[config.mk]
export PLATFORM = sky130hd
export DESIGN_NAME = sps_port
export DESIGN_NICKNAME = d
export VERILOG_FILES = /design/src/core/sps_pkg.sv /design/src/core/sps_sync.sv /design/src/core/sps_port.sv
export VERILOG_INCLUDE_DIRS = /design/src /design/src/core
export SDC_FILE = /design/constraint.sdc
export NUM_CORES = 1
export LEC_CHECK = 0
export BUFFER_PORTS_ARGS = -buffer_cell sky130_fd_sc_hd__buf_2
export CAP_MARGIN = 0
export CORE_UTILIZATION = 40
export CTS_CLUSTER_SIZE = 40
export DETAILED_ROUTE_END_ITERATION = 10
export PLACE_DENSITY = 0.66
export SYNTH_ARGS = -nofsm -noshare
export SYNTH_HDL_FRONTEND = slang
export SYNTH_SLANG_ARGS = --single-unit
[constraint.sdc]
create_clock -name clk -period 7.6 [get_ports clk]
set_input_delay 0.38 -clock clk [delete_from_list [all_inputs] [get_ports clk]]
set_output_delay 0.38 -clock clk [all_outputs]
set_load 0.02 [all_outputs]
[src/core/sps_consts.svh]
// Constants for the serial slave port with ready flow control
`ifndef SPS_CONSTS_SVH
`define SPS_CONSTS_SVH
// How it works
// - Shift clock comes from the external master; the port never generates it.
// - Dual transmit drives the master-out lane besides the slave-out lane.
// - Quad transmit drives master-out and extra lanes two and three as outputs.
// - Dual receive samples the slave-out lane together with master-out.
// - Quad receive samples slave-out and both extra lanes with master-out.
// - Lane outputs enable only after select asserts, release after select deasserts; the ready drive enable follows flow control enable alone.
// - Ready line gives flow control; master holds off while it is low.
// - Receive ready drops 2.5 to 3.5 system clocks after valid clock edge; the port drops it 4 to 5 clocks after.
// - Transmit ready drops 3.5 to 4.5 system clocks after valid clock edge; the port drops it 5 to 6 clocks after.
// - Flow direction select 0 picks receive ready, 1 picks transmit ready.
// - Polarity and phase in control register; lead, lag, stop in delay register.

// ----------------------------------------------------------------
// Register offsets
// ----------------------------------------------------------------
`define SPS_ADDR_W          4
`define SPS_OFF_CTL         4'h0
`define SPS_OFF_DLY         4'h4
`define SPS_OFF_TXD         4'h8
`define SPS_OFF_RXD         4'hC

// ----------------------------------------------------------------
// Control register fields
// ----------------------------------------------------------------
`define SPS_CTL_EN          0
`define SPS_CTL_CPOL        1
`define SPS_CTL_CPHA        2
`define SPS_CTL_TX          3
`define SPS_CTL_LANE_LO     4
`define SPS_CTL_LANE_HI     5
`define SPS_CTL_FCEN        6
`define SPS_CTL_FCDIR       7
`define SPS_CTL_ODM         8
`define SPS_CTL_RST         9'h000
`define SPS_DLY_RST         12'h000

// ----------------------------------------------------------------
// Ready timing in tenths of a system clock period
// ----------------------------------------------------------------
`define SPS_RDY_RX_MIN_X10  25
`define SPS_RDY_TX_MIN_X10  35
`endif

[src/core/sps_pkg.sv]
// Types for the serial slave port
package sps_pkg;
	typedef enum logic [1:0] {
		SPS_SINGLE = 2'h0,
		SPS_DUAL   = 2'h1,
		SPS_QUAD   = 2'h2
	} sps_lane_e;

	typedef enum logic [2:0] {
		SPS_ST_IDLE = 3'h1,
		SPS_ST_WAIT = 3'h2,
		SPS_ST_HOLD = 3'h4
	} sps_rdy_e;

	typedef struct packed {
		logic [3:0] i;
		logic [3:0] o;
		logic [3:0] oe;
	} sps_lanes_s;
endpackage

[src/core/sps_sync.sv]
// Two-flop synchroniser, one per bit
`timescale 1ns/1ns
module sps_sync #(
	parameter int W = 1
) (
	input  wire logic         clk,
	input  wire logic         rstn,
	input  wire logic [W-1:0] d,
	output logic      [W-1:0] q
);
	logic [W-1:0] meta_reg;

	// First stage feeds only the second stage
	always_ff @(posedge clk or negedge rstn) begin
		if (!rstn) begin
			meta_reg <= '0;
			q        <= '0;
		end else begin
			meta_reg <= d;
			q        <= meta_reg;
		end
	end
endmodule

[src/core/sps_port.sv]
// Serial slave port with multi-lane data and ready flow control
//
// The implementer's own choices: the strobed register port and the address map.
`timescale 1ns/1ns
`include "sps_consts.svh"
module sps_port #(
	parameter int DATA_W = 8
) (
	input  wire logic                   clk,
	input  wire logic                   rstn,
	input  wire logic [`SPS_ADDR_W-1:0] addr,
	input  wire logic [31:0]            wdata,
	input  wire logic                   wr,
	input  wire logic                   rd,
	output logic      [31:0]            rdata,
	input  wire logic                   serial_clk,
	input  wire logic                   sel_n,
	input  wire sps_pkg::sps_lanes_s    lanes_in,
	output sps_pkg::sps_lanes_s         lanes_out,
	output logic                        ready,
	output logic                        ready_oe
);
	// ----------------------------------------------------------------
	// Input synchronisation
	// ----------------------------------------------------------------
	logic [5:0] sync_q;
	logic       sclk_s;
	logic       sel_n_s;
	logic [3:0] din_s;

	// Serial clock, select and lanes are all foreign to clk
	sps_sync #(
		.W (6)
	) u_sync (
		.clk  (clk),
		.rstn (rstn),
		.d    ({serial_clk, sel_n, lanes_in.i}),
		.q    (sync_q)
	);
	assign sclk_s  = sync_q[5];
	assign sel_n_s = sync_q[4];
	assign din_s   = sync_q[3:0];

	// ----------------------------------------------------------------
	// Registers
	// ----------------------------------------------------------------
	logic [8:0]        ctl_reg;
	logic [11:0]       dly_reg;
	logic [DATA_W-1:0] txd_reg;
	logic [DATA_W-1:0] rxd_reg;
	logic              rx_full_reg;
	logic              tx_empty_reg;
	logic              done_evt;
	logic [DATA_W-1:0] rx_shift_reg;

	// Polarity and phase live in control, delays in delay register
	always_ff @(posedge clk or negedge rstn) begin
		if (!rstn) begin
			ctl_reg <= `SPS_CTL_RST;
			dly_reg <= `SPS_DLY_RST;
		end else if (wr) begin
			if (addr == `SPS_OFF_CTL)
				ctl_reg <= wdata[8:0];
			if (addr == `SPS_OFF_DLY)
				dly_reg <= wdata[11:0];
		end
	end

	// Transmit word and empty flag; a word end sets empty over a write
	always_ff @(posedge clk or negedge rstn) begin
		if (!rstn) begin
			txd_reg      <= '0;
			tx_empty_reg <= 1'b1;
		end else begin
			if (wr && addr == `SPS_OFF_TXD) begin
				txd_reg      <= wdata[DATA_W-1:0];
				tx_empty_reg <= 1'b0;
			end
			if (done_evt && ctl_reg[`SPS_CTL_TX])
				tx_empty_reg <= 1'b1;
		end
	end

	// Receive word and full flag; a new word wins over the read clear
	always_ff @(posedge clk or negedge rstn) begin
		if (!rstn) begin
			rxd_reg     <= '0;
			rx_full_reg <= 1'b0;
		end else begin
			if (rd && addr == `SPS_OFF_RXD)
				rx_full_reg <= 1'b0;
			if (done_evt && !ctl_reg[`SPS_CTL_TX]) begin
				rxd_reg     <= rx_shift_reg;
				rx_full_reg <= 1'b1;
			end
		end
	end

	// Read data one cycle after the strobe; unmapped reads zero
	always_ff @(posedge clk or negedge rstn) begin
		if (!rstn) begin
			rdata <= '0;
		end else if (rd) begin
			case (addr)
				`SPS_OFF_CTL: rdata <= {23'h0, ctl_reg};
				`SPS_OFF_DLY: rdata <= {20'h0, dly_reg};
				`SPS_OFF_TXD: rdata <= {tx_empty_reg, 31'(txd_reg)};
				`SPS_OFF_RXD: rdata <= {rx_full_reg, 31'(rxd_reg)};
				default:      rdata <= '0;
			endcase
		end else begin
			rdata <= '0;
		end
	end

	// ----------------------------------------------------------------
	// Serial clock edges
	// ----------------------------------------------------------------
	logic               sclk_d_reg;
	logic               lead_edge;
	logic               trail_edge;
	logic               samp_edge;
	logic               drv_edge;
	logic               active;
	sps_pkg::sps_lane_e lane_mode;
	logic [2:0]         step;

	assign lane_mode = sps_pkg::sps_lane_e'(ctl_reg[`SPS_CTL_LANE_HI:`SPS_CTL_LANE_LO]);
	assign active    = ctl_reg[`SPS_CTL_EN] && !sel_n_s;
	// Clock is only observed, never generated here
	assign lead_edge  = (sclk_s != sclk_d_reg) && (sclk_s != ctl_reg[`SPS_CTL_CPOL]);
	assign trail_edge = (sclk_s != sclk_d_reg) && (sclk_s == ctl_reg[`SPS_CTL_CPOL]);
	assign samp_edge  = active && (ctl_reg[`SPS_CTL_CPHA] ? trail_edge : lead_edge);
	assign drv_edge   = active && (ctl_reg[`SPS_CTL_CPHA] ? lead_edge : trail_edge);
	assign step = (lane_mode == sps_pkg::SPS_QUAD) ? 3'h4 :
	              (lane_mode == sps_pkg::SPS_DUAL) ? 3'h2 : 3'h1;

	always_ff @(posedge clk or negedge rstn) begin
		if (!rstn)
			sclk_d_reg <= 1'b0;
		else
			sclk_d_reg <= sclk_s;
	end

	// ----------------------------------------------------------------
	// Shifting
	// ----------------------------------------------------------------
	logic [DATA_W-1:0] tx_shift_reg;
	logic [7:0]        bit_cnt_reg;
	logic [DATA_W-1:0] rx_next;
	logic [3:0]        out_bits;

	// Lanes sampled per width: slave-out joins in dual, all four in quad
	always_comb begin
		case (lane_mode)
			sps_pkg::SPS_QUAD: rx_next = {rx_shift_reg[DATA_W-5:0],
				din_s[3], din_s[2], din_s[1], din_s[0]};
			sps_pkg::SPS_DUAL: rx_next = {rx_shift_reg[DATA_W-3:0],
				din_s[1], din_s[0]};
			default:           rx_next = {rx_shift_reg[DATA_W-2:0], din_s[0]};
		endcase
	end

	// Lane 0 master-out, 1 slave-out, 2 and 3 extra lanes
	always_ff @(posedge clk or negedge rstn) begin
		if (!rstn) begin
			rx_shift_reg <= '0;
			tx_shift_reg <= '0;
			bit_cnt_reg  <= '0;
			done_evt     <= 1'b0;
		end else begin
			done_evt <= 1'b0;
			if (!active) begin
				bit_cnt_reg  <= '0;
				tx_shift_reg <= txd_reg;
			end else begin
				if (samp_edge) begin
					rx_shift_reg <= rx_next;
					if (bit_cnt_reg + 8'(step) >= 8'(DATA_W)) begin
						bit_cnt_reg  <= '0;
						done_evt     <= 1'b1;
					end else begin
						bit_cnt_reg <= bit_cnt_reg + 8'(step);
					end
				end
				if (drv_edge)
					tx_shift_reg <= (bit_cnt_reg == 8'h0) ? txd_reg :
						tx_shift_reg << step;
			end
		end
	end

	// Output bits follow the shifter one clock later, so a shift on a drive
	// edge reaches the lanes long before the master's next sampling edge
	always_ff @(posedge clk or negedge rstn) begin
		if (!rstn)
			out_bits <= '0;
		else if (!active)
			out_bits <= '0;
		else
			case (lane_mode)
				sps_pkg::SPS_QUAD: out_bits <= tx_shift_reg[DATA_W-1:DATA_W-4];
				sps_pkg::SPS_DUAL: out_bits <= {2'h0, tx_shift_reg[DATA_W-1:DATA_W-2]};
				default:           out_bits <= {2'h0, tx_shift_reg[DATA_W-1], 1'b0};
			endcase
	end

	// Enables follow select; direction picks which lanes drive
	logic [3:0] oe_reg;
	always_ff @(posedge clk or negedge rstn) begin
		if (!rstn)
			oe_reg <= '0;
		else if (!active)
			oe_reg <= '0;
		else if (ctl_reg[`SPS_CTL_TX])
			case (lane_mode)
				sps_pkg::SPS_QUAD: oe_reg <= 4'hF;
				sps_pkg::SPS_DUAL: oe_reg <= 4'h3;
				default:           oe_reg <= 4'h2;
			endcase
		else if (lane_mode == sps_pkg::SPS_SINGLE)
			oe_reg <= 4'h2;
		else
			oe_reg <= 4'h0;
	end

	// Open drain mode only pulls low: drive enable only for zeros
	always_comb begin
		lanes_out.o  = ctl_reg[`SPS_CTL_ODM] ? 4'h0 : out_bits;
		lanes_out.oe = ctl_reg[`SPS_CTL_ODM] ? (oe_reg & ~out_bits) : oe_reg;
		lanes_out.i  = 4'h0;
	end

	// ----------------------------------------------------------------
	// Ready flow control
	// ----------------------------------------------------------------
	localparam int RX_DLY = (`SPS_RDY_RX_MIN_X10 + 9) / 10;
	localparam int TX_DLY = (`SPS_RDY_TX_MIN_X10 + 9) / 10;

	sps_pkg::sps_rdy_e rdy_st_reg;
	logic [2:0]        rdy_cnt_reg;
	logic [2:0]        rdy_tgt;
	logic              busy;

	// Receive counts from sync'd edge (2 sync + 1), transmit one more
	assign rdy_tgt = ctl_reg[`SPS_CTL_FCDIR] ? 3'(TX_DLY - 3) : 3'(RX_DLY - 3);
	// Word still unserved: receive unread or transmit not refilled
	assign busy = ctl_reg[`SPS_CTL_FCDIR] ? tx_empty_reg : rx_full_reg;

	// Edge seen only after two-flop resync of the serial clock
	always_ff @(posedge clk or negedge rstn) begin
		if (!rstn) begin
			rdy_st_reg  <= sps_pkg::SPS_ST_IDLE;
			rdy_cnt_reg <= '0;
		end else begin
			case (rdy_st_reg)
				sps_pkg::SPS_ST_IDLE:
					if (done_evt && ctl_reg[`SPS_CTL_FCEN]) begin
						rdy_st_reg  <= sps_pkg::SPS_ST_WAIT;
						rdy_cnt_reg <= '0;
					end
				sps_pkg::SPS_ST_WAIT:
					if (rdy_cnt_reg >= rdy_tgt)
						rdy_st_reg <= sps_pkg::SPS_ST_HOLD;
					else
						rdy_cnt_reg <= rdy_cnt_reg + 3'h1;
				sps_pkg::SPS_ST_HOLD:
					if (!busy || !ctl_reg[`SPS_CTL_FCEN])
						rdy_st_reg <= sps_pkg::SPS_ST_IDLE;
				default: rdy_st_reg <= sps_pkg::SPS_ST_IDLE;
			endcase
		end
	end

	// Master must pause while ready is low
	assign ready    = (rdy_st_reg != sps_pkg::SPS_ST_HOLD);
	assign ready_oe = ctl_reg[`SPS_CTL_FCEN];
endmodule

==> results list, run 1 <==
- After floorplanning, the core was divided into 39 placement rows.
- The initial utilization of the core area, before any placement, comes to 41.74%.
* Slew headroom: 46.36%
* Period Utilization, post-route: 44.23%
- The tree is rooted in a sky130_fd_sc_hd__clkbuf_16.
- Wires add up to 9713 um.
- Across all register-to-register paths, the minimum setup slack is 4240 ps.
- At the later pin of the worst-skew pair, clock insertion delay measures 350 ps.
- For this block, the initial DRC count from the detailed router was 255.
- Final worst hold slack: -8.305 ps
- The worst setup path is captured at a flip-flop.
* Initial antenna violation count: 0
- The die is 111.9 um wide.
- For this run, asynchronously set or reset flops after synthesis account for 100.0%.
* Maximum clock frequency: 297.5 MHz
- Final setup violation count: 0
* Total of flip-flops plus latches after synthesis: 103
* Buf/Inv on CP: 2
- Area growth from synthesis to final layout: 11.33%
- Top cell by count, worst path: sky130_fd_sc_hd__ha_1
* Violated checks: DRC, hold timing
- Worst path top cell family by delay: adder cells
* Antenna diode count: 0
* H-tree levels: 3
- After routing, the total negative slack on setup checks comes to 0 ps.
- Leaving out fill and tap cells, the most frequent cell in the layout is sky130_fd_sc_hd__dfrtp_1.
* DR vias: 3,262
* # placed instances: 587
* Number of cells on the worst reg-to-reg path: 10
* Worst hold path class: input pin to asynchronous set/reset pin
- For this run, design rule violations remaining after detail routing come to 6.
- Across the VDD grid, the largest voltage drop is 0.1005 mV.
- Power per cell area: 273.7 nW/um^2
- Bufs on Longest Clock Path: 2
* Height of the chip: 111.9 um
- Critical Path Stages: 10
- Via/cell ratio: 5.410
- In this run, post-CTS repair resized a total of 0 instances.
- Final-report hold violation count: 7
* Slew @ Worst Pin: 804.5 ps
- Floorplan core area: 11,560 sq um
* Number of instances in the synthesized netlist: 415
* Vias in the first global route: 3,216
- Averaged over all synthesized cells, the footprint is 11.63 sq um.
- STA puts the critical path data required time at 7810 ps.
- Subtracting the final worst setup slack from the clock period gives 3362 ps.
- Ys Warns: 0
* Final slew viol count: 0
- Ports: 100
* Area enclosed by the die boundary: 12,510 sq um
* Maximum fanout along the worst path: 24
* Yosys cell types: 50
* Clock skew after layout: 12.43 ps
- The signal on the critical path passes through inv_1, ha_1, inv_1, ha_1, ha_1, a21oi_1, o21ai_0, a21boi_0, a41o_1, a21oi_1.
- Element type at the critical path start: flip-flop
* Number of nets at the end of the flow: 518
* Fraction of layout cells with a size suffix above 1: 25.65%
* First-pass GRT wire length: 16,750 um
* GRT overflow: 0
- Post-placement worst setup slack: 4303 ps
* Global routing usage summed across all routing layers: 16.99%
- The most used flip-flop cell after synthesis is sky130_fd_sc_hd__dfrtp_1.
- The worst register-to-register path begins at ctl_reg[5].
- Highest-count cells in the layout ignoring fill and taps: sky130_fd_sc_hd__dfrtp_1 (101), sky130_fd_sc_hd__buf_2 (47), sky130_fd_sc_hd__mux2_2 (40), sky130_fd_sc_hd__nor2_1 (28), sky130_fd_sc_hd__nand2_1 (26)
* Critical Path AT: 3570 ps
- Input/output buffers: 48
- Remaining antenna violation count: 0
* Iteration count of the initial detailed-routing pass: 8
- The flow ran to the end, but the final reports show violations.
* Static leakage power: 0.002554 uW
- Setup slack on the critical path of the routed design comes to 4238 ps.
- Seq/Total Area, Yosys: 53.45%
- Clock-pin slew was measured on the worst setup and hold paths at 80 ps.
- TritonCTS built the clock tree.
- The finished layout holds 603 standard cells, fillers aside.
* Unrepaired setup endpoints after global routing: no
* Routed length per placed instance: 16.11 um
- Routability Congestion: 0.8381
* Setup repair bufs after CTS: 0
* Slowest-stage cell, CP: sky130_fd_sc_hd__ha_1
* Number of hold buffers added after CTS: 0
- Post-Synthesis Cell Area: 4827 sq um
* Sinks on Clock Net: 103
* R2R Path End: done_evt
- On the worst path, the slowest cell contributes a delay of 820 ps.
- In this run, CTS created clock tree buffers numbering 9.
- Maximum number of pins on one net before global-route repair: 67
- HPWL reported at the end of detailed placement: 6783 um
- Largest register FFs: 13
- In this run, synthesis inferred 0 flip-flops with an integrated enable.
- Number of max-cap violations: 0
* Class of the most critical setup path: flip-flop to flip-flop
[power breakdown]
part           total, uW  internal (uW)  switching, uW
sequential           706            626           79.2
combinational        309            131            178
clock                457            233            224
[metal layers]
| metal | wire length (um) | share of wire, % | track usage [%] |
|---|---|---|---|
| met4 | 180 | 1.9 | 5.946 |
| met3 | 584 | 6.0 | 3.430 |
| met2 | 4595 | 47 | 26.71 |
| met5 | 0 | 0 | 0 |
| met1 | 4352 | 45 | 23.40 |
[synth_stat cells (2+ instances only)]
master | count | area share [%]
sky130_fd_sc_hd__dfrtp_1 | 101 | 52
sky130_fd_sc_hd__mux2_2 | 40 | 9.3
sky130_fd_sc_hd__nor2_1 | 28 | 2.2
sky130_fd_sc_hd__nand2_1 | 26 | 2.0
sky130_fd_sc_hd__buf_4 | 23 | 3.6
sky130_fd_sc_hd__a21oi_1 | 21 | 2.2
sky130_fd_sc_hd__a22oi_1 | 20 | 3.1
sky130_fd_sc_hd__o21ai_0 | 13 | 1.3
sky130_fd_sc_hd__mux2i_1 | 10 | 2.1
sky130_fd_sc_hd__and3_1 | 9 | 1.2
sky130_fd_sc_hd__clkbuf_1 | 9 | 0.70
sky130_fd_sc_hd__ha_1 | 9 | 2.3
sky130_fd_sc_hd__nor2b_1 | 9 | 1.2
sky130_fd_sc_hd__and2_1 | 7 | 0.91
sky130_fd_sc_hd__buf_2 | 7 | 0.73
sky130_fd_sc_hd__a221oi_1 | 6 | 1.1
sky130_fd_sc_hd__inv_1 | 6 | 0.47
sky130_fd_sc_hd__o31ai_1 | 6 | 0.93
sky130_fd_sc_hd__a21boi_0 | 5 | 0.78
sky130_fd_sc_hd__a31oi_1 | 4 | 0.52
sky130_fd_sc_hd__nor3_1 | 4 | 0.41
sky130_fd_sc_hd__xnor2_1 | 4 | 0.73
sky130_fd_sc_hd__a22o_1 | 3 | 0.54
sky130_fd_sc_hd__a32o_1 | 3 | 0.62
sky130_fd_sc_hd__nand2_4 | 3 | 0.70
sky130_fd_sc_hd__nand3_1 | 3 | 0.31
sky130_fd_sc_hd__nor4_1 | 3 | 0.39
sky130_fd_sc_hd__a211o_1 | 2 | 0.36
sky130_fd_sc_hd__a311oi_1 | 2 | 0.36
sky130_fd_sc_hd__and4_1 | 2 | 0.36
sky130_fd_sc_hd__buf_6 | 2 | 0.47
sky130_fd_sc_hd__dfstp_2 | 2 | 1.1
sky130_fd_sc_hd__nand2b_1 | 2 | 0.26
sky130_fd_sc_hd__nand3b_1 | 2 | 0.31
sky130_fd_sc_hd__nor3b_1 | 2 | 0.31
sky130_fd_sc_hd__or3_1 | 2 | 0.26
sky130_fd_sc_hd__xor2_1 | 2 | 0.36
[worst max-delay path by stage]
stage,startpoint,to,slack (ps)
final,ctl_reg[5],done_evt,4240
after global placement,ctl_reg[4],done_evt,4490
after global routing,ctl_reg[4],done_evt,3980
after CTS,ctl_reg[5],done_evt,4290
after floorplan,ctl_reg[4],bit_cnt_reg[2],5140
after detailed placement,ctl_reg[4],done_evt,4300
[layout make-up]
cell class	count	area, sq um
fill	1057	6191
sequential	103	2580
multi-input combinational	286	2039
timing repair buffer	49	250.2
clock buffer	9	225.2
tap	143	178.9
clock inverter	7	77.57
inverter	6	22.52
[metrics by stage]
step                      util [%]  cell area, sq um  total power (uW)
after floorplan                  -              4910             938.1
after global placement       43.85              5071              1009
after detailed placement     43.85              5071              1025
after CTS                    46.47              5374              1484
after global routing         46.47              5374              1559
final                        46.47              5374              1471
[cells by family after synthesis]
kind of cell,count (synthesis),synth area share [%]
compound gates,89,12.68
xor+xnor,6,1.089
fa+ha+maj,9,2.333
buf+inv,48,6.013
flops,103,53.45
mux,53,12.42
other cells,1,0.07769
simple gates,106,11.95
No activity file was read; power rests on OpenSTA's default activity.
==> inputs of run 2 (changes only) <==
clock period = 3.4 ns   (was 7.6 ns; I/O delays follow)
==> run 2 against run 1 <==
The run ends with DRC left. Clock skew down 2.3 ps. Non-clock buffer count up 12. Register-to-register slack worse by 3300 ps. Setup slack worse by 3300 ps. Die area unchanged. Combinational power up 130%. Highest routed layer unchanged.
==> results list, run 2 (synthesized netlist as in run 1, its figures left out) <==
- The total global routing overflow came to 0 (unchanged).
- The highest net fanout along the worst path came to 11 (was 24).
- Final slew viol count: 0 (unchanged)
* Starting Density: 41.74% (unchanged)
- Clk Latency, worst-skew pair: 340 ps (was 350 ps)
- The power density over cell area is 610.1 nW/um^2 (was 273.7 nW/um^2).
* WL met2: 4597 um (was 4595 um)
- The required time reported for the critical path endpoint came to 3630 ps (was 7810 ps).
* Clock tree root buffer cell: sky130_fd_sc_hd__clkbuf_16 (unchanged)
- The detailed-placement wirelength estimate was 6924 um (was 6783 um).
- Iteration count of the initial detailed-routing pass: 8 (unchanged)
- The placer congestion estimate is 0.8138 (was 0.8381).
* Slowest cell delay on critical path: 430 ps (was 820 ps)
- Clock period minus final worst setup slack: 2447 ps (was 3362 ps)
- The wire length after detailed routing came to 9844 um (was 9713 um).
* Post-cts sizing count: 0 (unchanged)
- The layout-stage area growth over the synthesis result is 13.56% (was 11.33%).
- Initial antenna violation count: 0 (unchanged)
* Aggregate negative setup slack: 0 ps (unchanged)
- Post-Layout Cell Count: 615 (was 603)
* Buf/Inv on CP: 3 (was 2)
- The path class of the lowest-slack min-delay path is input pin to flip-flop (was input pin to asynchronous set/reset pin).
- The core box area was 11,560 sq um (unchanged).
* Highest-count cells in the layout ignoring fill and taps: sky130_fd_sc_hd__dfrtp_1 (101), sky130_fd_sc_hd__buf_2 (47), sky130_fd_sc_hd__mux2_2 (40), sky130_fd_sc_hd__nor2_1 (28), sky130_fd_sc_hd__nand2_1 (26) (unchanged)
* CTS Buf Count: 9 (unchanged)
- The cell total after placement came to 592 (was 587).
* Number of max-cap violations: 0 (unchanged)
- Critical Path AT: 2670 ps (was 3570 ps)
- The area of the die came to 12,510 sq um (unchanged).
- Clock tree from TritonCTS: done (unchanged)
* DR top layer: met4 (unchanged)
- Status: complete, but fails checks (unchanged).
- The flip-flop count of the largest register after layout came to 13 (unchanged).
- Slew headroom: 47.39% (was 46.36%)
- The number of buffer cells added on primary ports was 48 (unchanged).
- Count of unresolved DRC violations after routing: 5 (was 6)
- The number of filler cells placed in the layout is 1,033 (was 1,057).
* Met1 Routed Length: 4704 um (was 4352 um)
- The family with the most delay on the worst path was compound AO/OA/AOI/OAI gates (was adder cells).
* Remaining antenna violation count: 0 (unchanged)
- The number of cell instances on the worst register-to-register path is 11 (was 10).
* Maximum number of pins on one net before global-route repair: 38 (was 67)
- Most common library cell in the layout ignoring fill and taps: sky130_fd_sc_hd__dfrtp_1 (unchanged)
- Number of nets at the end of the flow: 530 (was 518)
* Clock transition at the register clock pins on the worst setup and hold paths after CTS: 70 ps (was 80 ps)
* DR vias: 3,302 (was 3,262)
- The overall die height came to 111.9 um (unchanged).
- The number of top-level pins is 100 (unchanged).
- Fraction of layout cells with a size suffix above 1: 26.06% (was 25.65%)
- H-tree levels: 3 (unchanged)
- Along the worst hold path, the cell count comes to 2.
* Worst vdd ir: 0.2490 mV (was 0.1005 mV)
* First-pass GRT wire length: 16,630 um (was 16,750 um)
* Met3 wire len: 414 um (was 584 um)
- The startpoint type of the worst setup path is a flip-flop (unchanged).
* Via/cell ratio: 5.369 (was 5.410)
- The final setup skew came to 10.15 ps (was 12.43 ps).
* Unrepaired setup endpoints after global routing: no (unchanged)
- The final cycle utilization of the critical path was 71.96% (was 44.23%).
- Final setup violation count: 0 (unchanged)
- Slowest-stage cell, CP: sky130_fd_sc_hd__dfrtp_1 (was sky130_fd_sc_hd__ha_1)
- The category of the critical setup timing path is flip-flop to flip-flop (unchanged).
- Static leakage power: 0.002617 uW (was 0.002554 uW)
- The average routed wire per standard cell was 16.01 um (was 16.11 um).
- Element type at the critical path end: flip-flop (unchanged)
- The final hold slack was 35.56 ps (was -8.305 ps).
- Global routing usage summed across all routing layers: 16.93% (was 16.99%)
- The fmax was 408.7 MHz (was 297.5 MHz).
- Vias in the first global route: 3,247 (was 3,216)
- The die width was 111.9 um (unchanged).
- Sinks on Clock Net: 103 (unchanged)
- Antenna diode count: 0 (unchanged)
* Bufs on Longest Clock Path: 2 (unchanged)
- The most used cell along the critical path was sky130_fd_sc_hd__ha_1 (unchanged).
- Final-report hold violation count: 0 (was 7)
* Drt first-iter violations: 171 (was 255)
* Core Rows: 39 (unchanged)
- The slew at the pin closest to its max-slew limit was 783.3 ps (was 804.5 ps).
* CP Cell Sequence: inv_1, ha_1, inv_1, buf_4, ha_1, ha_1, a21oi_1, o21ai_0, a21boi_0, a41o_1, a32o_1 (was inv_1, ha_1, inv_1, ha_1, ha_1, a21oi_1, o21ai_0, a21boi_0, a41o_1, a21oi_1)
- Violated checks: DRC (was DRC, hold timing)
- Critical Path Stages: 11 (was 10)
## run 2: layout make-up
cell class / instances / area [sq um] / share of cell area [%]
well taps: 143 / 178.9 / 3.264
repair buffers: 61 / 357.8 / 6.528
clock buffers: 9 / 225.2 / 4.109
clock inverters: 7 / 77.57 / 1.415
flip-flops and latches: 103 / 2580 / 47.07
inverters: 6 / 22.52 / 0.4109
multi-input cells: 286 / 2039 / 37.21
## run 2: routing by layer
metal  vias up  global-route usage (%)
met5         -                       0
met4         0                   5.586
met3         9                   3.756
met2        91                   26.67
met1      1661                   23.15
li1       1541                       -
## run 2: metrics by stage
step                      instance area (sq um)  util, %  setup WS (ps)  power (uW)
after floorplan                            4910        -          941.2        2097
after global placement                     5109    44.17           1038        2274
after detailed placement                   5109    44.17          973.5        2307
after CTS                                  5482    47.40          952.8        3376
after global routing                       5482    47.40          789.9        3530
final                                      5482    47.40          953.5        3344
## run 2: what timing repair did
| action | in CTS | in global routing |
|---|---|---|
| endpoints found under the hold margin | 40 | 0 |
| setup buffers | 0 | 0 |
| hold buffers | 7 | 0 |
## run 2: where the power goes
part | leakage (uW) | total (uW) | switching [uW] | internal [uW]
logic | 0.00114 | 713 | 401 | 312
registers | 0.00133 | 1580 | 178 | 1400
clock network | 0.000152 | 1050 | 472 | 580
## run 2: final timing paths
check / startpoint / end / slack, ps
max: ctl_reg[4] / bit_cnt_reg[2] / 950
min: wdata[9] / dly_reg[9] / 40
max reg2reg: ctl_reg[4] / bit_cnt_reg[2] / 950
min reg2reg: u_sync.meta_reg[0] / u_sync.q[0] / 350
max in group asynchronous: rstn / txd_reg[7] / 2260
min in group asynchronous: rstn / u_sync.q[4] / 320
==> inputs of run 3 (changes only) <==
ABC_AREA = 1   (was default)
PLACE_DENSITY = 0.69   (was 0.66)
clock period = 1.98 ns   (was 3.4 ns; I/O delays follow)
==> run 3 against run 2 <==
The flow now finishes without violations. Non-clock buffer count increased by 15. Sequential power rose by 68%. Utilization increased by 1.1 points. Largest power group unchanged. Wire length rose by 9.2%. Sequential share of layout area down 2.8 points. Sequential cell count unchanged. Synthesized area is 1.7% higher.
==> results list, run 3 <==
- The path class of the lowest-slack min-delay path is input pin to flip-flop (unchanged).
- The startpoint type of the worst setup path is a flip-flop (unchanged).
- The prevailing post-synth register cell is sky130_fd_sc_hd__dfrtp_1 (unchanged).
- The reported leakage power is 0.002884 uW (was 0.002617 uW).
- Hold path depth: 3 (was 2)
- The final hold slack was 4.676 ps (was 35.56 ps).
- The number of buffer cells added on primary ports came to 48 (unchanged).
- Iteration count of the initial detailed-routing pass: 5 (was 8)
* Maximum fanout along the worst path: 4 (was 11)
- The die width came to 112.8 um (was 111.9 um).
- Global routing usage summed across all routing layers: 17.83% (was 16.93%)
* Slew @ Worst Pin: 746.0 ps (was 783.3 ps)
- The fmax was 519.8 MHz (was 408.7 MHz).
- The area after detailed placement was 5323 sq um (was 5109 sq um).
* Ys Warns: 0 (unchanged)
- The clock latency reported for the late side of the worst-skew pair came to 350 ps (was 340 ps).
* Remaining antenna violation count: 0 (unchanged)
- Share of Yosys cell area claimed by the top area cell type: 51.48% (was 52.36%)
* Class of the most critical setup path: flip-flop to flip-flop (unchanged)
- Number of nets at the end of the flow: 705 (was 530)
* Starting Density: 40.88% (was 41.74%)
* Power per cell area: 1001 nW/um^2 (was 610.1 nW/um^2)
- The part of the Yosys area used for sequential elements was 52.55% (was 53.45%).
- Post-synthesis async set-or-reset flop share: 100.0% (unchanged)
* GRT overflow: 0 (unchanged)
* Clock skew after layout: 13.22 ps (was 10.15 ps)
- The core box area was 12,010 sq um (was 11,560 sq um).
- Required time of the critical path: 2200 ps (was 3630 ps)
- Most numerous cell types in the synthesized netlist: sky130_fd_sc_hd__nand2_1 (141), sky130_fd_sc_hd__dfrtp_1 (101), sky130_fd_sc_hd__inv_1 (70) (was sky130_fd_sc_hd__dfrtp_1 (101), sky130_fd_sc_hd__mux2_2 (40), sky130_fd_sc_hd__nor2_1 (28))
- The number of maximum-capacitance constraint violations is 0 (unchanged).
- The number of storage elements in the synthesis netlist was 103 (unchanged).
* Core Rows: 40 (was 39)
- The largest net degree at the start of global routing is 104 (was 38).
* Final-report hold violation count: 0 (unchanged)
- Reg2reg setup slack: 60 ps (was 950 ps)
- The post-synthesis area per instance was 8.598 sq um (was 11.63 sq um).
- Post-Layout Inst Area: 5828 sq um (was 5482 sq um)
- The detailed-placement wirelength estimate came to 7691 um (was 6924 um).
* Worst Hold Endpoint: dly_reg[10] (was dly_reg[9])
* CTS Buf Count: 9 (unchanged)
- The overall power of the completed layout came to 5835 uW (was 3344 uW).
- R2R Path End: done_evt (was bit_cnt_reg[2])
- Status: complete, no violations (was complete, but fails checks)
- Cell types occupying the most area after synthesis: sky130_fd_sc_hd__dfrtp_1 (51%), sky130_fd_sc_hd__nand2_1 (11%), sky130_fd_sc_hd__o21ai_0 (5.9%) (was sky130_fd_sc_hd__dfrtp_1 (52%), sky130_fd_sc_hd__mux2_2 (9.3%), sky130_fd_sc_hd__buf_4 (3.6%)).
- The via count of the first global-routing pass came to 3,856 (was 3,247).
- The relative slew slack is 50.15% (was 47.39%).
- The final cycle utilization of the critical path is 97.16% (was 71.96%).
- Total wire length: 10,750 um (was 9844 um)
* Crit Reg-Reg Startpoint: ctl_reg[5] (was ctl_reg[4])
- Count of unresolved DRC violations after routing: 0 (was 5)
- Largest register FFs: 13 (unchanged)
- Most frequently used cell type in the post-synthesis netlist: sky130_fd_sc_hd__nand2_1 (was sky130_fd_sc_hd__dfrtp_1)
- Highest-count cells in the layout ignoring fill and taps: sky130_fd_sc_hd__nand2_1 (135), sky130_fd_sc_hd__dfrtp_1 (101), sky130_fd_sc_hd__inv_1 (66), sky130_fd_sc_hd__o21ai_0 (57), sky130_fd_sc_hd__buf_2 (47) (was sky130_fd_sc_hd__dfrtp_1 (101), sky130_fd_sc_hd__buf_2 (47), sky130_fd_sc_hd__mux2_2 (40), sky130_fd_sc_hd__nor2_1 (28), sky130_fd_sc_hd__nand2_1 (26)).
* Fraction of layout cells with a size suffix above 1: 19.32% (was 26.06%)
- The number of clock sinks was 103 (unchanged).
- Cell taking the most area after synthesis: sky130_fd_sc_hd__dfrtp_1 (unchanged)
- Routability Congestion: 0.9063 (was 0.8138)
- The distinct cell type count after synthesis is 41 (was 50).
- The final setup violation count was 0 (unchanged).
* Number of instances in the synthesized netlist: 571 (was 415)
- Ports: 100 (unchanged)
- Element type at the critical path end: flip-flop (unchanged)
* First-pass GRT wire length: 17,830 um (was 16,630 um)
* Clock transition at the register clock pins on the worst setup and hold paths after CTS: 80 ps (was 70 ps)
- Worst vdd ir: 0.4992 mV (was 0.2490 mV)
- Number of flops mapped to enable cells by yosys: 0 (unchanged)
- HP Start: wdata[10] (was wdata[9])
* Critical Path Start: ctl_reg[5] (was ctl_reg[4])
- Clock tree from TritonCTS: done (unchanged)
* Unrepaired setup endpoints after global routing: yes (was no)
- Via/cell ratio: 4.984 (was 5.369)
- # placed instances: 766 (was 592)
* Antenna diode count: 0 (unchanged)
- Final slew viol count: 0 (unchanged)
- Aggregate negative setup slack: 0 ps (unchanged)
- The root buffer cell was sky130_fd_sc_hd__clkbuf_16 (unchanged).
- Clock period minus final worst setup slack: 1924 ps (was 2447 ps)
* Area enclosed by the die boundary: 12,720 sq um (was 12,510 sq um)
- The most frequent standard cell in the layout excluding fill and tap cells is sky130_fd_sc_hd__nand2_1 (was sky130_fd_sc_hd__dfrtp_1).
- The overall die height is 112.8 um (was 111.9 um).
- Area growth from synthesis to final layout: 18.71% (was 13.56%)
* DR vias: 3,957 (was 3,302)
- Drt first-iter violations: 248 (was 171)
- The count of non-filler cells in the finished layout came to 794 (was 615).
- The critical path data arrival time was 2140 ps (was 2670 ps).
* Initial antenna violation count: 0 (unchanged)
* Bufs on Longest Clock Path: 2 (unchanged)
- Post-Synthesis Cell Area: 4910 sq um (was 4827 sq um)
* Number of cells on the worst reg-to-reg path: 15 (was 11)
- The count of H-tree levels built during CTS was 3 (unchanged).
* Routed length per placed instance: 13.54 um (was 16.01 um)
[run 3: cell types whose count changed after synthesis, moves of 6 or more]
| cell | previous run | this run |
|---|---|---|
| sky130_fd_sc_hd__inv_1 | 6 | 70 |
| sky130_fd_sc_hd__o211ai_1 | 0 | 6 |
| sky130_fd_sc_hd__a21oi_1 | 21 | 13 |
| sky130_fd_sc_hd__and3_1 | 9 | 0 |
| sky130_fd_sc_hd__mux2_2 | 40 | 1 |
| sky130_fd_sc_hd__and2_1 | 7 | 1 |
| sky130_fd_sc_hd__nand3_1 | 3 | 20 |
| sky130_fd_sc_hd__mux2i_1 | 10 | 1 |
| sky130_fd_sc_hd__o21ai_1 | 0 | 6 |
| sky130_fd_sc_hd__nor2_1 | 28 | 46 |
| sky130_fd_sc_hd__o21ai_0 | 13 | 58 |
| sky130_fd_sc_hd__nand2_1 | 26 | 141 |
| sky130_fd_sc_hd__nor2b_1 | 9 | 1 |
| sky130_fd_sc_hd__a22oi_1 | 20 | 0 |
[run 3: cell type report]
class                      count  area, sq um
clock inverter                 5        45.04
timing repair buffer          76        483.0
clock buffer                  11        252.7
multi-input combinational    380         2011
sequential                   103         2580
fill                        1127         6183
tap                          147        183.9
inverter                      72        272.8
[run 3: metrics by stage]
stage          worst slack [ps]  util [%]
4_1_cts                   4.492     47.85
2_1_floorplan             18.89         -
3_5_place_dp             -49.87     44.31
5_1_grt                  -50.26     48.52
6_report                  56.18     48.52
3_3_place_gp              25.32     44.31
[run 3: report_power, final]
group | switching (uW) | total [uW] | internal [uW]
logic | 900 | 1430 | 526
registers | 236 | 2650 | 2420
clock network | 811 | 1760 | 945
[run 3: worst max-delay path: stages, from the launching register on]
cell	delay (ps)
sky130_fd_sc_hd__dfrtp_1	360
sky130_fd_sc_hd__inv_2	80
sky130_fd_sc_hd__ha_4	290
sky130_fd_sc_hd__inv_4	40
sky130_fd_sc_hd__ha_4	160
sky130_fd_sc_hd__ha_4	150
sky130_fd_sc_hd__inv_2	40
sky130_fd_sc_hd__nand2_2	50
sky130_fd_sc_hd__nand2_2	70
sky130_fd_sc_hd__nand2_4	60
sky130_fd_sc_hd__nand2_1	60
sky130_fd_sc_hd__nand2_1	50
sky130_fd_sc_hd__nand2_1	80
sky130_fd_sc_hd__nand2_2	70
sky130_fd_sc_hd__nor2_4	140
sky130_fd_sc_hd__a21oi_1	90
[run 3: metal layers]
metal | track usage (%) | wire (um) | share of wire [%]
met5 | 0 | 0 | 0
met4 | 6.756 | 131 | 1.2
met3 | 3.482 | 564 | 5.2
met2 | 29.96 | 5333 | 50
met1 | 22.85 | 4719 | 44
[run 3: timing repair]
item	CTS	global route
setup buffers	4	1
hold endpoints to repair	107	0
hold buffers	7	0
endpoints found under the setup margin	4	7
pin swaps	2	8
gates resized for setup	4	19
[run 3: kinds of logic after synthesis]
kind of cell	Yosys count	synth area share [%]
fa+ha+maj	9	2.294
compound gates	111	13.61
flops	103	52.55
mux	2	0.4332
xor+xnor	3	0.5353
other cells	1	0.07638
buf+inv	110	10.42
simple gates	232	20.08
[run 3: how the worst max path moves through the flow]
stage                     end  slack, ps  depth (start not counted)
2_1_floorplan        done_evt         20                         15
3_3_place_gp   bit_cnt_reg[2]         30                         16
3_5_place_dp   bit_cnt_reg[0]        -50                         16
4_1_cts        bit_cnt_reg[0]          4                         16
5_1_grt              done_evt        -50                         15
6_report             done_evt         60                         15
